==> config.mk <==
export PLATFORM = sky130hd
export DESIGN_NAME = scc_channel_setup
export DESIGN_NICKNAME = d
export VERILOG_FILES = /design/src/rtl/scc_pkg.sv /design/src/rtl/scc_channel_setup.sv
export SDC_FILE = /design/constraint.sdc
export NUM_CORES = 1
export LEC_CHECK = 0
export BUFFER_PORTS_ARGS = -buffer_cell sky130_fd_sc_hd__clkbuf_2
export CORE_AREA = 5 5 157 159
export DETAILED_ROUTE_END_ITERATION = 8
export DIE_AREA = 0 0 162 164
export HOLD_SLACK_MARGIN = 0.15
export PLACE_DENSITY = 0.71
export REMOVE_ABC_BUFFERS = 1
export SKIP_LAST_GASP = 1
export SYNTH_ARGS = -nofsm -noshare
export SYNTH_HDL_FRONTEND = slang
export SYNTH_SLANG_ARGS = --single-unit
==> constraint.sdc <==
create_clock -name sys_clk -period 16.3 [get_ports sys_clk]
set_input_delay 3.26 -clock sys_clk [delete_from_list [all_inputs] [get_ports sys_clk]]
set_output_delay 3.26 -clock sys_clk [all_outputs]
set_load 0.02 [all_outputs]
==> src/rtl/scc_pkg.sv <==
// constants for the satellite channel setup block
package scc_pkg;

	// ========================================
	// clock and timing
	localparam int CLK_HZ        = 50_000_000;
	localparam int CLK_PERIOD_NS = 20;
	localparam int DEGLITCH_NS   = 1000;
	localparam int DEGLITCH_CYC  = (DEGLITCH_NS + CLK_PERIOD_NS - 1) / CLK_PERIOD_NS;
	localparam int DG_W          = 6;

	// ========================================
	// setup command fields
	localparam int CFG_W     = 12;
	localparam int F_CRC_OFF = 11;
	localparam int F_LEN_HI  = 10;
	localparam int F_LEN_LO  = 9;
	localparam int F_SPD_HI  = 7;
	localparam int F_SPD_LO  = 6;
	localparam int F_EN_HI   = 5;
	localparam int F_EN_LO   = 4;
	localparam int F_HYST    = 3;
	localparam int F_THR_HI  = 2;
	localparam int F_THR_LO  = 0;
	localparam logic [CFG_W-1:0] CFG_RESET = 12'h000;

	// enable codes
	localparam logic [1:0] EN_OFF  = 2'h0;
	localparam logic [1:0] EN_SAT  = 2'h1;
	localparam logic [1:0] EN_DEC  = 2'h2;
	localparam logic [1:0] EN_SAT2 = 2'h3;

	// mode select codes
	localparam logic [3:0] MODE_PROT_A = 4'h1;
	localparam logic [3:0] MODE_PROT_B = 4'h2;
	localparam logic [3:0] MODE_PSI5   = 4'h3;
	typedef enum logic [1:0] {PR_A, PR_B, PR_PSI5, PR_OTHER} scc_prot_e;

	// channel status codes
	localparam logic [2:0] ST_GOOD      = 3'h0;
	localparam logic [2:0] ST_LOST      = 3'h1;
	localparam logic [2:0] ST_EMPTY     = 3'h2;
	localparam logic [2:0] ST_BAD       = 3'h3;
	localparam logic [2:0] ST_LEAK_BAD  = 3'h4;
	localparam logic [2:0] ST_LEAK_GOOD = 3'h5;

	// ========================================
	// message and report lengths, index = length code
	localparam int MSG_W = 18;
	localparam int WORD_W = 16;
	localparam logic [4:0] WORD_LEN = 5'h10;
	localparam logic [3:0][4:0] A_MSG   = {5'h0d, 5'h0f, 5'h10, 5'h12};
	localparam logic [3:0][4:0] A_OFF   = {5'h0b, 5'h0d, 5'h0e, 5'h10};
	localparam logic [3:0][4:0] B_MSG   = {5'h0b, 5'h0d, 5'h0e, 5'h10};
	localparam logic [3:0][4:0] B_OFF   = {5'h09, 5'h0b, 5'h0c, 5'h0e};
	localparam logic [3:0][4:0] REP_ON  = {5'h08, 5'h0a, 5'h0b, 5'h0d};
	localparam logic [4:0] CHK_A = 5'h3;
	localparam logic [4:0] CHK_P = 5'h1;
	localparam logic [2:0] CRC_POLY = 3'h3;
	localparam logic [2:0] CRC_SEED = 3'h5;

	// ========================================
	// bit-rate windows
	localparam int SPD_FMAX_HZ [4] = '{238660, 158970, 106040, 51250};
	localparam int SPD_FMIN_HZ [4] = '{62660, 43500, 26320, 13300};
	localparam int BIT_MIN_CYC [4] = '{
		(CLK_HZ + SPD_FMAX_HZ[0] - 1) / SPD_FMAX_HZ[0],
		(CLK_HZ + SPD_FMAX_HZ[1] - 1) / SPD_FMAX_HZ[1],
		(CLK_HZ + SPD_FMAX_HZ[2] - 1) / SPD_FMAX_HZ[2],
		(CLK_HZ + SPD_FMAX_HZ[3] - 1) / SPD_FMAX_HZ[3]};
	localparam int BIT_MAX_CYC [4] = '{
		CLK_HZ / SPD_FMIN_HZ[0], CLK_HZ / SPD_FMIN_HZ[1],
		CLK_HZ / SPD_FMIN_HZ[2], CLK_HZ / SPD_FMIN_HZ[3]};

	// buffered entry {chan, status, word}
	localparam int ENT_W = 2 + 3 + WORD_W;

endpackage

==> src/rtl/scc_channel_setup.sv <==
// satellite channel setup, frame check and data word buffer
//
// Function
// - checksum off: no parity bit, received check bits follow the data bits
// - manchester mode: setup bit D11 low checks, high skips checksum; psi5 ignores it
// - length field applies to protocol A, B and psi5 channels, code 00 used for other modes
// - checksum off: no checksum check on incoming message, length and rate still checked, check bits kept in report
// - protocol A lengths 18/16/15/13, reports 13/11/10/8 or 16/14/13/11
// - protocol B lengths 16/14/13/11, reports 13/11/10/8 or 14/12/11/9
// - psi5: checksum always checked, D11 ignored, no received parity in word
// - psi5 lengths 16/14/13/11, reports 13/11/10/8, code 00 default
// - speed field picks accepted bit-rate window per channel
// - speed field resets to fastest window code 00
// - enable decode: 00 off, 01 and 11 satellite only, 10 both on
// - word empty for 00/11, decoded data for 10, inverted raw level in D0 for 01 on channels 0 and 1 only
// - current input deglitched before decoding, optional hysteresis on threshold
// - three-bit threshold code per channel, 000 lowest and default
// - decoded word content valid only with status 000, 001 or 101
// - status 000 one good, 001 good with loss, 101 good with leakage
`timescale 1ns/1ns
module scc_channel_setup
	import scc_pkg::*;
(
	// clock and reset
	input  wire logic             sys_clk,
	input  wire logic             rst,
	// setup command
	input  wire logic             cmd_valid,
	input  wire logic [1:0]       cmd_chan,
	input  wire logic [15:0]      cmd_word,
	output logic                  cmd_ready,
	// mode register fields per channel
	input  wire logic [3:0][3:0]  mode_sel,
	// analog front end
	input  wire logic [3:0]       cur_above,
	input  wire logic [3:0]       cur_above_hyst,
	input  wire logic [3:0]       leak_supply,
	output logic      [3:0]       sat_on,
	output logic      [3:0]       dec_on,
	output logic      [3:0]       hyst_on,
	output logic      [3:0][2:0]  thr_code,
	output logic      [3:0][1:0]  speed_code,
	// decoded frames
	input  wire logic             rx_valid,
	input  wire logic [1:0]       rx_chan,
	input  wire logic [MSG_W-1:0] rx_bits,
	input  wire logic [4:0]       rx_len,
	input  wire logic [15:0]      rx_period,
	output logic                  rx_ready,
	// data words
	output logic                  dw_valid,
	input  wire logic             dw_ready,
	output logic      [1:0]       dw_chan,
	output logic      [2:0]       dw_status,
	output logic      [15:0]      dw_word
);

	// ========================================
	// functions
	function automatic scc_prot_e prot_of(input logic [3:0] m);
		scc_prot_e p;
		unique case (m)
			MODE_PROT_A: p = PR_A;
			MODE_PROT_B: p = PR_B;
			MODE_PSI5:   p = PR_PSI5;
			default:     p = PR_OTHER;
		endcase
		return p;
	endfunction

	function automatic logic [2:0] crc3(input logic [MSG_W-1:0] d, input logic [4:0] n);
		logic [2:0] r;
		logic       fb;
		r = CRC_SEED;
		fb = 1'b0;
		for (int i = MSG_W - 1; i >= 0; i--) begin
			if (i < int'(n)) begin
				fb = r[2] ^ d[i];
				r = {r[1:0], 1'b0} ^ (fb ? CRC_POLY : 3'h0);
			end
		end
		return r;
	endfunction

	// ========================================
	// declarations
	logic [CFG_W-1:0] cfg_reg [4];
	logic [2:0]       s1_reg [4];
	logic [2:0]       s2_reg [4];
	logic [2:0]       s3_reg [4];
	logic [2:0]       stab_reg [4];
	logic [DG_W-1:0]  dg_cnt_reg [4];
	logic [3:0]       lvl_reg;
	logic [3:0]       lvl_flip;
	logic [3:0]       raw_pend_reg;
	logic [3:0]       lost_reg;
	logic [ENT_W-1:0] mem_reg [2];
	logic             wr_ptr_reg;
	logic             rd_ptr_reg;
	logic [1:0]       cnt_reg;

	logic [CFG_W-1:0] c;
	scc_prot_e        pr;
	logic [1:0]       lc;
	logic             off;
	logic [4:0]       msg_len;
	logic [4:0]       rep;
	logic [MSG_W-1:0] data;
	logic [31:0]      w_al;
	logic             len_ok;
	logic             chk_ok;
	logic             rate_ok;
	logic             frame_ok;
	logic [2:0]       rx_status;
	logic [15:0]      rx_word;
	logic             in_ready;
	logic             rx_take;
	logic             rx_push;
	logic             raw_push;
	logic [1:0]       raw_ch;
	logic [ENT_W-1:0] ent;
	logic             pop;

	// ========================================
	// channel setup registers
	always_ff @(posedge sys_clk) begin
		if (rst) begin
			for (int i = 0; i < 4; i++) begin
				cfg_reg[i] <= CFG_RESET;
			end
		end else if (cmd_valid) begin
			cfg_reg[cmd_chan] <= cmd_word[CFG_W-1:0];
		end
	end

	assign cmd_ready = 1'b1;

	generate
		for (genvar g = 0; g < 4; g++) begin : g_cfg
			// 00 off, 01/11 satellite only, 10 both
			assign sat_on[g]     = cfg_reg[g][F_EN_HI:F_EN_LO] != EN_OFF;
			assign dec_on[g]     = cfg_reg[g][F_EN_HI:F_EN_LO] == EN_DEC;
			assign hyst_on[g]    = cfg_reg[g][F_HYST];
			assign thr_code[g]   = cfg_reg[g][F_THR_HI:F_THR_LO];
			assign speed_code[g] = cfg_reg[g][F_SPD_HI:F_SPD_LO];
		end
	endgenerate

	// ========================================
	// input synchronisers and deglitch filter
	generate
		for (genvar g = 0; g < 4; g++) begin : g_dg
			logic tgt;
			always_ff @(posedge sys_clk) begin
				if (rst) begin
					s1_reg[g]   <= 3'h0;
					s2_reg[g]   <= 3'h0;
					s3_reg[g]   <= 3'h0;
					stab_reg[g] <= 3'h0;
				end else begin
					s1_reg[g] <= {leak_supply[g], cur_above_hyst[g], cur_above[g]};
					s2_reg[g] <= s1_reg[g];
					s3_reg[g] <= s2_reg[g];
					for (int b = 0; b < 3; b++) begin
						if (s2_reg[g][b] == s3_reg[g][b]) begin
							stab_reg[g][b] <= s3_reg[g][b];
						end
					end
				end
			end
			// rise on upper comparator with hysteresis on, else lower one; fall on lower one
			assign tgt = (hyst_on[g] && !lvl_reg[g]) ? stab_reg[g][1] : stab_reg[g][0];
			assign lvl_flip[g] = (tgt != lvl_reg[g]) && (dg_cnt_reg[g] == DG_W'(DEGLITCH_CYC - 1));
			always_ff @(posedge sys_clk) begin
				if (rst) begin
					dg_cnt_reg[g] <= '0;
					lvl_reg[g]    <= 1'b0;
				end else if (tgt == lvl_reg[g]) begin
					dg_cnt_reg[g] <= '0;
				end else if (dg_cnt_reg[g] == DG_W'(DEGLITCH_CYC - 1)) begin
					dg_cnt_reg[g] <= '0;
					lvl_reg[g]    <= tgt;
				end else begin
					dg_cnt_reg[g] <= dg_cnt_reg[g] + DG_W'(1);
				end
			end
		end
	endgenerate

	// ========================================
	// frame check and word formatting
	always_comb begin
		c = cfg_reg[rx_chan];
		pr = prot_of(mode_sel[rx_chan]);
		lc = (pr == PR_OTHER) ? 2'h0 : c[F_LEN_HI:F_LEN_LO];
		off = (pr != PR_PSI5) && c[F_CRC_OFF];
		msg_len = (pr == PR_A) ? A_MSG[lc] : B_MSG[lc];
		if (!off) begin
			rep = REP_ON[lc];
		end else if (pr == PR_A) begin
			rep = A_OFF[lc];
		end else begin
			rep = B_OFF[lc];
		end
		if (off) begin
			data = rx_bits;
		end else begin
			data = rx_bits >> ((pr == PR_A) ? CHK_A : CHK_P);
		end
		data = data & ((MSG_W'(1) << rep) - MSG_W'(1));
		len_ok = rx_len == msg_len;
		if (off) begin
			chk_ok = 1'b1;
		end else if (pr == PR_A) begin
			chk_ok = crc3(data, rep) == rx_bits[2:0];
		end else begin
			chk_ok = ~^(rx_bits & ((MSG_W'(1) << 5'(rep + 5'h1)) - MSG_W'(1)));
		end
		rate_ok = int'(rx_period) >= BIT_MIN_CYC[c[F_SPD_HI:F_SPD_LO]] &&
			int'(rx_period) <= BIT_MAX_CYC[c[F_SPD_HI:F_SPD_LO]];
		frame_ok = len_ok && chk_ok && rate_ok;
		w_al = {14'h0, data} << (off ? WORD_LEN - rep : WORD_LEN - 5'h1 - rep);
		if (!frame_ok) begin
			rx_word = 16'h0;
		end else if (off) begin
			rx_word = w_al[15:0];
		end else begin
			rx_word = {~^w_al[14:0], w_al[14:0]};
		end
		if (!frame_ok) begin
			rx_status = stab_reg[rx_chan][2] ? ST_LEAK_BAD : ST_BAD;
		end else if (stab_reg[rx_chan][2]) begin
			rx_status = ST_LEAK_GOOD;
		end else begin
			rx_status = lost_reg[rx_chan] ? ST_LOST : ST_GOOD;
		end
	end

	// ========================================
	// push selection
	assign in_ready = cnt_reg != 2'h2;
	assign rx_ready = in_ready;
	assign rx_take  = rx_valid && rx_ready;
	assign rx_push  = rx_take && dec_on[rx_chan];
	assign raw_ch   = raw_pend_reg[0] ? 2'h0 : 2'h1;
	assign raw_push = !rx_push && in_ready && raw_pend_reg[raw_ch];
	assign pop      = dw_valid && dw_ready;

	always_comb begin
		if (rx_push) begin
			ent = {rx_chan, rx_status, rx_word};
		end else begin
			ent = {raw_ch, stab_reg[raw_ch][2] ? ST_LEAK_BAD : ST_EMPTY, 15'h0,
				~lvl_reg[raw_ch]};
		end
	end

	// ========================================
	// lost frames and raw level changes
	always_ff @(posedge sys_clk) begin
		if (rst) begin
			lost_reg <= 4'h0;
		end else begin
			for (int i = 0; i < 4; i++) begin
				if (rx_valid && !rx_ready && rx_chan == 2'(i)) begin
					lost_reg[i] <= 1'b1;
				end else if (rx_push && frame_ok && rx_chan == 2'(i)) begin
					lost_reg[i] <= 1'b0;
				end
			end
		end
	end

	always_ff @(posedge sys_clk) begin
		if (rst) begin
			raw_pend_reg <= 4'h0;
		end else begin
			for (int i = 0; i < 2; i++) begin
				if (cfg_reg[i][F_EN_HI:F_EN_LO] == EN_SAT && lvl_flip[i]) begin
					raw_pend_reg[i] <= 1'b1;
				end else if (raw_push && raw_ch == 2'(i)) begin
					raw_pend_reg[i] <= 1'b0;
				end
			end
		end
	end

	// ========================================
	// two-entry word buffer
	always_ff @(posedge sys_clk) begin
		if (rst) begin
			wr_ptr_reg <= 1'b0;
			rd_ptr_reg <= 1'b0;
			cnt_reg    <= 2'h0;
		end else begin
			if (rx_push || raw_push) begin
				mem_reg[wr_ptr_reg] <= ent;
				wr_ptr_reg <= !wr_ptr_reg;
			end
			if (pop) begin
				rd_ptr_reg <= !rd_ptr_reg;
			end
			cnt_reg <= cnt_reg + 2'((rx_push || raw_push) ? 1 : 0) - 2'(pop ? 1 : 0);
		end
	end

	assign dw_valid  = cnt_reg != 2'h0;
	assign dw_chan   = dw_valid ? mem_reg[rd_ptr_reg][ENT_W-1 -: 2] : 2'h0;
	assign dw_status = dw_valid ? mem_reg[rd_ptr_reg][WORD_W +: 3] : ST_EMPTY;
	assign dw_word   = dw_valid ? mem_reg[rd_ptr_reg][WORD_W-1:0] : 16'h0;
endmodule

==> run_results.csv, run 1 <==
group,metric,value,unit
finish,syn2layout_area_growth,12.33,%
power_and_ir_drop,power.density,142.1,mW/mm²
sta,report.final.slew_viol_count,0,
floorplan,io_pins,148,
sta,fin_ws,1.224,ns
sta,worst_pin_slew,1.047,ns
logic_synthesis,syn-cell-area,0.01136,mm²
clock_network,cts_tree,"yes",
logic_synthesis,yosysMostFrequentCell,"nor2_1",
logic_synthesis,yosys.area_share.simple,25.88,%
clock_network,clk_latency,0.41,ns
sta,layout_worst_path_cycle_share,92.49,%
floorplan,die-area,0.02657,mm²
setup_path,required,16.44,ns
detailed_routing,finalWirelength,29970,µm
sta,relSlewSlack,29.75,%
logic_synthesis,yosysWarnings,0,
logic_synthesis,ys_top_cells_by_count,"nor2_1, nand2_1, edfxtp_1, o21ai_0, and2_1",
grt,grt_max_degree,56,
placement,gp_congestion,0.9539,
power_and_ir_drop,leakage,5.190,nW
grt,grt_pass1_wl,48580,µm
logic_synthesis,postSynthCellCount,1290,
job,max_cap_viol_count,0,
floorplan,coreArea,0.02312,mm²
setup_path,cp-end-kind,"flip-flop",
clock_network,cts_buffer_depth,2,
logic_synthesis,synth_enable_flop_cells,106,
logic_synthesis,async_reset_ff_share,0,%
placement,dp_hpwl,22890,µm
power_and_ir_drop,ir_drop,0.00007369,V
logic_synthesis,synth_top_cell_area_share,28.01,%
detailed_routing,drc,0,
finish,fillers,2091,
setup_path,path_class,"in2reg",
hold_path,min_path_type,"reg2reg",
clock_network,numClockSinks,143,
setup_path,r2r.worst_path.cells,38,
logic_synthesis,ys_seq_area_share,34.53,%
finish,fin_area,0.01276,mm²
logic_synthesis,synth_top_cells_by_area,"edfxtp_1, dfxtp_1, mux2i_1",
detailed_routing,drt-pass1-iter-count,6,
clock_network,cts.clk_slew.worst_paths,0.06,ns
sta,fin_tns_setup,0,ns
setup_path,critPathLaunchType,"input pin",
placement,post-place-ws,1.067,ns
floorplan,die_w,162,µm
hold_path,hold_depth,1,
logic_synthesis,synth-xor-area-share,6.166,%
setup_path,crit_fanout,28,
logic_synthesis,synth_top_area_cell,"edfxtp_1",
floorplan,initial_core_util,49.15,%
grt,grt_pass1_vias,9453,
floorplan,fp.dieH,164,µm
clock_network,hold_buffers,0,
sta,rsz0062_at_grt,"false",
sta,finalHoldViolCount,0,
setup_path,crit_arrival,15.22,ns
logic_synthesis,ys.flop_type,"edfxtp_1",
setup_path,slowest_delay,0.62,ns
setup_path,crit_path_top_delay_cell,"mux4_2",
detailed_routing,drt_iter0_drc,922,
placement,placed_cell_area,0.01218,mm²
run_status,outcome,"finished clean",
setup_path,startpoint,"rx_chan[1]",
finish,largest_register_ffs,44,
sta,finalClockSkew,0.01510,ns
sta,fmax,66.33,MHz
finish,n_antenna_cell,0,
detailed_routing,viasPerCell,5.911,
detailed_routing,ant_nets,0,
floorplan,rows,56,
clock_network,cts_buffers,17,
clock_network,post_cts_resized,0,
logic_synthesis,synth-seq-cells,143,
clock_network,htree_levels,4,
grt,grt_remaining_overflow,0,
detailed_routing,wl_per_cell,17.72,µm
finish,final_nets,1522,
logic_synthesis,synth_fa_ha_area_share,4.625,%
placement,port_buffers,137,
finish,layout-drive-gt1-share,19.06,%
logic_synthesis,synth-compound-area-share,15.77,%
logic_synthesis,syn_area_per_cell,8.809,µm²
sta,setup_violations,0,
detailed_routing,vias,9996,
hold_path,min_from,"s1_reg[1][2]$_SDFF_PP0_",
clock_network,cts_root_buf,"clkbuf_16",
logic_synthesis,synthDistinctLibCells,99,
logic_synthesis,synth_top_family_by_area,"simple AND/OR/NAND/NOR gates",
setup_path,r2r_start,"cfg_reg[3][10]$_DFFE_PP_",
clock_network,postCtsSetupRepairBufs,0,
logic_synthesis,synthMuxAreaShare,7.741,%
grt,antenna_found_initial,0,
sta,fin_crit,15.08,ns
grt,grt_usage,22.43,%
==> power by group <==
| part | switching [mW] | internal (mW) | total, mW |
|---|---|---|---|
| combinational | 0.585 | 0.422 | 1.01 |
| sequential | 0.0104 | 0.413 | 0.423 |
| clock | 0.166 | 0.218 | 0.384 |
| total | 0.761 | 1.05 | 1.81 |
==> routing by layer <==
layer	routed length, µm	up-vias	part of all wire, %	GRT usage [%]
met1	13030	4658	43	30.11
met5	0	-	0	0
met2	13640	453	46	36.19
li1	-	4840	-	-
met4	605	0	2.0	6.190
met3	2685	45	9.0	5.797
==> cell type report <==
type	count	area, µm²	share of cell area (%)
Sequential cell	143	3924	30.74
Clock inverter	15	160.2	1.255
Clock buffer	17	425.4	3.333
Inverter	34	130.1	1.019
Multi-Input combinational cell	1034	6919	54.21
Timing Repair Buffer	158	843.3	6.607
Tap cell	290	362.8	2.843
==> per-stage QoR <==
stage / utilization (%) / power [mW] / instances / hold WS (ns)
2_1_floorplan: - / 1.206 / 1211 / 0.4138
3_3_place_gp: 52.67 / 1.406 / 1659 / 0.4191
3_5_place_dp: 52.67 / 1.424 / 1659 / 0.4204
4_1_cts: 55.21 / 1.811 / 1691 / 0.4332
5_1_grt: 55.21 / 1.944 / 1691 / 0.4591
6_report: 55.21 / 1.814 / 1691 / 0.4359
==> cells by family after synthesis <==
family / after synthesis
multiplexers: 73
XOR/XNOR: 80
flip-flops: 143
adder cells (fa/ha/maj): 42
buffers and inverters: 125
AO/OA/AOI/OAI: 252
other: 1
AND/OR/NAND/NOR: 574
==> final timing paths <==
check | slack [ns] | to
setup / recovery | 1.22 | mem_reg[0][1]$_DFFE_PP_
hold / removal | 0.44 | s2_reg[1][2]$_SDFF_PP0_
setup reg to reg | 4.79 | mem_reg[0][1]$_DFFE_PP_
hold reg to reg | 0.44 | s2_reg[1][2]$_SDFF_PP0_
==> placed cells by master (no fill, tap or decap), types with 7 or more instances in the layout <==
cell type  Yosys  layout
xor2_1        30      30
xnor2_1       50      50
dfxtp_1       37      37
mux2i_1       53      53
nor4_1         9       9
or2_2         12      12
nand3_1       49      49
o21ai_0       61      61
edfxtp_1     106     106
nand2_1      126     126
o211ai_1      16      16
inv_1         28      28
a31o_2         7       7
a21oi_1       53      53
buf_4         26      21
nand2b_1      25      25
clkbuf_16      0      17
ha_1          42      42
nor2_1       141     141
nor3_1        40      39
or3_1          9       9
nor2b_1       35      35
clkbuf_2       0     137
conb_1         1      13
and2_1        59      59
mux2_2         8       8
nand4_1       18      18
and3_1         8       8
a31oi_1       13      13
a211oi_1      16      16
mux4_2        11      11
==> critical path, delay by kind of cell <==
family | cells | cell delay (ns)
and+or+nand+nor | 14 | 3.89
AOI/OAI and AO/OA | 11 | 2.83
muxes | 6 | 2.29
buffers and inverters | 5 | 1.76
adders and majority gates | 3 | 0.85
xor gates and xnor gates | 1 | 0.28
Power figures use the tool's default switching activity.
==> run 2, diff against run 1 <==
RECOVER_POWER = 50   (was not set)
==> run_results.csv, run 2 (same netlist as run 1, synthesis figures left out) <==
group,metric,value,unit
run_status,outcome,"finished, violations left",
run_status,violations,"capacitance limit, slew limit",
grt,grt_usage,22.43,%
hold_path,min_path_type,"reg2reg",
clock_network,cts_buffers,17,
power_and_ir_drop,combPwrFrac,55.5,%
grt,antenna_found_initial,0,
grt,grt_remaining_overflow,0,
power_and_ir_drop,ir_drop,0.00007406,V
clock_network,hold_buffers,0,
clock_network,postCtsSetupRepairBufs,0,
sta,finalClockSkew,0.01179,ns
setup_path,crit_fanout,28,
floorplan,coreArea,0.02312,mm²
detailed_routing,vias,9965,
detailed_routing,drt-pass1-iter-count,6,
detailed_routing,drt_iter0_drc,1013,
setup_path,critPathLaunchType,"input pin",
detailed_routing,viasPerCell,5.893,
sta,setup_violations,0,
placement,dp_hpwl,22890,µm
sta,rsz0062_at_grt,"false",
power_and_ir_drop,power.density,142.6,mW/mm²
finish,layout_common_cells,"nor2_1, nand2_1, clkbuf_2",
setup_path,crit_path_top_delay_cell,"mux4_2",
floorplan,initial_core_util,49.15,%
sta,fin_tns_setup,0,ns
sta,relSlewSlack,-44.70,%
sta,report.final.slew_viol_count,56,
setup_path,required,16.46,ns
clock_network,htree_levels,4,
floorplan,io_pins,148,
clock_network,cts_tree,"yes",
clock_network,numClockSinks,143,
sta,fmax,66.43,MHz
clock_network,clk_latency,0.41,ns
detailed_routing,drc,0,
placement,gp_congestion,0.9539,
power_and_ir_drop,total_power,1.814,mW
floorplan,die_w,162,µm
clock_network,cts_root_buf,"clkbuf_16",
power_and_ir_drop,switching_power,0.7622,mW
finish,n_antenna_cell,0,
power_and_ir_drop,swShare,42.02,%
job,max_cap_viol_count,1,
setup_path,path_class,"in2reg",
setup_path,crit_arrival,15.21,ns
finish,final_common_cell,"nor2_1",
floorplan,fp.dieH,164,µm
floorplan,die-area,0.02657,mm²
sta,layout_worst_path_cycle_share,92.35,%
finish,final_nets,1522,
placement,port_buffers,137,
power_and_ir_drop,leakage,5.063,nW
detailed_routing,ant_nets,0,
sta,finalHoldViolCount,0,
detailed_routing,wl_per_cell,17.70,µm
grt,grt_pass1_vias,9453,
sta,fin_crit,15.05,ns
clock_network,cts.clk_slew.worst_paths,0.06,ns
finish,syn2layout_area_growth,11.94,%
clock_network,cts_buffer_depth,2,
power_and_ir_drop,clockPowerShare,21.2,%
sta,worst_pin_slew,2.171,ns
floorplan,rows,56,
power_and_ir_drop,p_seq_share,23.3,%
finish,layout-drive-gt1-share,16.92,%
setup_path,cp-end-kind,"flip-flop",
grt,grt_pass1_wl,48580,µm
grt,grt_max_degree,56,
power_and_ir_drop,p_int,1.052,mW
clock_network,post_cts_resized,0,
finish,largest_register_ffs,44,
setup_path,slowest_delay,0.61,ns
detailed_routing,finalWirelength,29930,µm
run 2: cell types whose count changed in the layout (fill, tap and decap cells not counted):
cell	delta
a31o_2	-1
and2_1	-37
a31o_1	+1
and2_0	+37
or2_2	-1
clkbuf_2	-24
or2_0	+1
clkbuf_1	+28
buf_4	-4
run 2: critical path, delay by kind of cell:
kind / cells / cell delay (ns)
compound gates: 11 / 2.84
fa+ha+maj: 3 / 0.85
simple gates: 14 / 3.88
buf+inv: 5 / 1.78
xor+xnor: 1 / 0.28
mux: 6 / 2.28
run 2: cell type report:
type                    instances  area (µm²)
fillers                      2106       10400
well taps                     290       362.8
multi-input cells            1034        6919
flip-flops and latches        143        3924
inverters                      34       130.1
repair buffers                158       798.3
clock inverters                15       160.2
clock buffers                  17       425.4
run 2: worst paths after layout:
path	from	endpoint	slack (ns)	depth (start not counted)
setup / recovery	rx_chan[1]	mem_reg[0][1]$_DFFE_PP_	1.25	40
hold / removal	s1_reg[1][2]$_SDFF_PP0_	s2_reg[1][2]$_SDFF_PP0_	0.43	1
hold reg to reg	s1_reg[1][2]$_SDFF_PP0_	s2_reg[1][2]$_SDFF_PP0_	0.43	1
setup reg to reg	cfg_reg[3][10]$_DFFE_PP_	mem_reg[0][1]$_DFFE_PP_	4.81	38
run 2: power by group through the flow:
stage,Sequential [mW],Combinational (mW),Clock [mW]
after global routing,0.426,1.11,0.409
final,0.423,1.01,0.384
after floorplan,0.441,0.766,0
after detailed placement,0.431,0.993,0
after CTS,0.424,0.998,0.389
after global placement,0.430,0.976,0
run 2: metrics by stage:
stage | utilization (%) | worst slack, ns | hold slack [ns] | cell area, µm² | cells
2_1_floorplan | - | 1.858 | 0.4138 | 10940 | 1211
3_3_place_gp | 52.67 | 1.310 | 0.4191 | 12180 | 1659
3_5_place_dp | 52.67 | 1.067 | 0.4204 | 12180 | 1659
4_1_cts | 55.21 | 1.473 | 0.4332 | 12760 | 1691
5_1_grt | 55.01 | 0.6617 | 0.4591 | 12720 | 1691
6_report | 55.01 | 1.247 | 0.4338 | 12720 | 1691
run 2: routing by layer:
metal | GRT usage [%] | share of wire, % | up-vias
li1 | - | - | 4837
met1 | 30.11 | 43 | 4631
met2 | 36.19 | 45 | 444
met3 | 5.797 | 9.1 | 53
met4 | 6.190 | 2.2 | 0
met5 | 0 | 0 | -
==> run 3, diff against run 2 <==
PLACE_DENSITY = 0.74   (was 0.71)
clock period = 12.05 ns   (was 16.3 ns; I/O delays follow)
==> run_results.csv, run 3 (same netlist as run 1, synthesis figures left out) <==
group,metric,value,unit
grt,grt_usage,23.46,%
floorplan,fp.dieH,164,µm
power_and_ir_drop,power.density,194.9,mW/mm²
floorplan,coreArea,0.02312,mm²
sta,worst_pin_slew,2.311,ns
floorplan,io_pins,148,
finish,final_nets,1614,
sta,rsz0062_at_grt,"true",
finish,final_common_cell,"nor2_1",
finish,finalCoreUtilization,58.66,%
setup_path,crit_top_cell,"buf_4",
floorplan,initial_core_util,49.15,%
placement,port_buffers,137,
sta,setup_violations,0,
grt,antenna_found_initial,0,
finish,n_antenna_cell,0,
sta,hold_slack,0.4405,ns
sta,relSlewSlack,-54.10,%
setup_path,crit_arrival,11.88,ns
power_and_ir_drop,ir_drop,0.0001054,V
finish,layout_common_cells,"nor2_1, nand2_1, clkbuf_2",
detailed_routing,drc,0,
setup_path,required,12.27,ns
finish,finalNonFillerCells,1783,
clock_network,cts_buffer_depth,2,
run_status,violations,"capacitance limit, slew limit",
power_and_ir_drop,leakage,5.578,nW
clock_network,numClockSinks,143,
floorplan,rows,56,
setup_path,cp-end-kind,"flip-flop",
setup_path,path_class,"in2reg",
detailed_routing,ant_nets,0,
setup_path,slowest_delay,0.52,ns
detailed_routing,viasPerCell,5.835,
clock_network,cts_root_buf,"clkbuf_16",
sta,finalHoldViolCount,0,
clock_network,clk_latency,0.42,ns
detailed_routing,finalWirelength,31460,µm
setup_path,crit_buf_inv,6,
floorplan,die_w,162,µm
sta,fmax,85.72,MHz
sta,report.final.slew_viol_count,55,
sta,layout_worst_path_cycle_share,96.82,%
job,max_cap_viol_count,1,
sta,finalClockSkew,0.01169,ns
finish,largest_register_ffs,44,
setup_path,critPathLaunchType,"input pin",
detailed_routing,drt_iter0_drc,866,
grt,grt_remaining_overflow,0,
clock_network,cts.clk_slew.worst_paths,0.07,ns
placement,dp_cells,1747,
detailed_routing,vias,10400,
detailed_routing,wl_per_cell,17.65,µm
sta,fin_tns_setup,0,ns
grt,grt_max_degree,55,
grt,grt_pass1_vias,9736,
setup_path,crit_path_top_delay_cell,"mux4_2",
finish,syn2layout_area_growth,19.37,%
clock_network,cts_tree,"yes",
clock_network,hold_buffers,0,
clock_network,cts_buffers,17,
finish,layout-drive-gt1-share,23.58,%
setup_path,crit_fanout,8,
floorplan,die-area,0.02657,mm²
finish,fillers,2036,
placement,dp_hpwl,23990,µm
clock_network,htree_levels,4,
sta,fin_crit,11.67,ns
hold_path,min_path_type,"reg2reg",
grt,grt_pass1_wl,50430,µm
run_status,outcome,"finished, violations left",
setup_path,path_delay_family,"simple AND/OR/NAND/NOR gates",
placement,gp_congestion,0.9346,
detailed_routing,drt-pass1-iter-count,6,
-- run 3: path summary, 6_finish.rpt --
path	startpoint	end	slack (ns)	cells past startpoint
setup reg to reg	cfg_reg[3][9]$_DFFE_PP_	mem_reg[1][5]$_DFFE_PP_	2.35	39
hold reg to reg	s1_reg[1][0]$_SDFF_PP0_	s2_reg[1][0]$_SDFF_PP0_	0.44	1
hold / removal	s1_reg[1][0]$_SDFF_PP0_	s2_reg[1][0]$_SDFF_PP0_	0.44	1
setup / recovery	rx_chan[0]	mem_reg[1][5]$_DFFE_PP_	0.38	41
-- run 3: what timing repair did --
item,4_1_cts,5_1_grt
endpoints found under the setup margin,0,40
setup buffers,0,4
endpoints found under the hold margin,0,0
gates resized for setup,0,23
-- run 3: layout make-up --
class / instances / area (µm²) / area share [%]
multi-input cells: 1034 / 7037 / 51.88
clock buffers: 19 / 464.2 / 3.422
flip-flops and latches: 143 / 3924 / 28.93
inverters: 34 / 130.1 / 0.9593
repair buffers: 250 / 1510 / 11.13
well taps: 290 / 362.8 / 2.675
clock inverters: 13 / 136.4 / 1.005
-- run 3: power breakdown --
part           internal, mW  switching, mW  total [mW]
Sequential            0.559         0.0145       0.573
Clock                 0.294          0.228       0.522
Combinational         0.687          0.861        1.55
-- run 3: stage by stage --
step / setup WS, ns / instance area, µm² / power (mW)
detailed placement: -0.2479 / 12840 / 2.047
CTS: 0.1724 / 13440 / 2.578
global placement: -0.03665 / 12840 / 2.022
finish: 0.3838 / 13560 / 2.643
floorplan: -1.542 / 10940 / 1.631
global route: -0.09214 / 13560 / 2.810
-- run 3: metal layers --
layer  wire (µm)  vias to the layer above  GRT usage [%]  share of wire (%)
li1            -                     5036              -                  -
met1       13270                     4844          31.49                 42
met2       14500                      460          37.84                 46
met3        2879                       63          6.098                9.2
met4         806                        0          6.421                2.6
met5           0                        -              0                  0
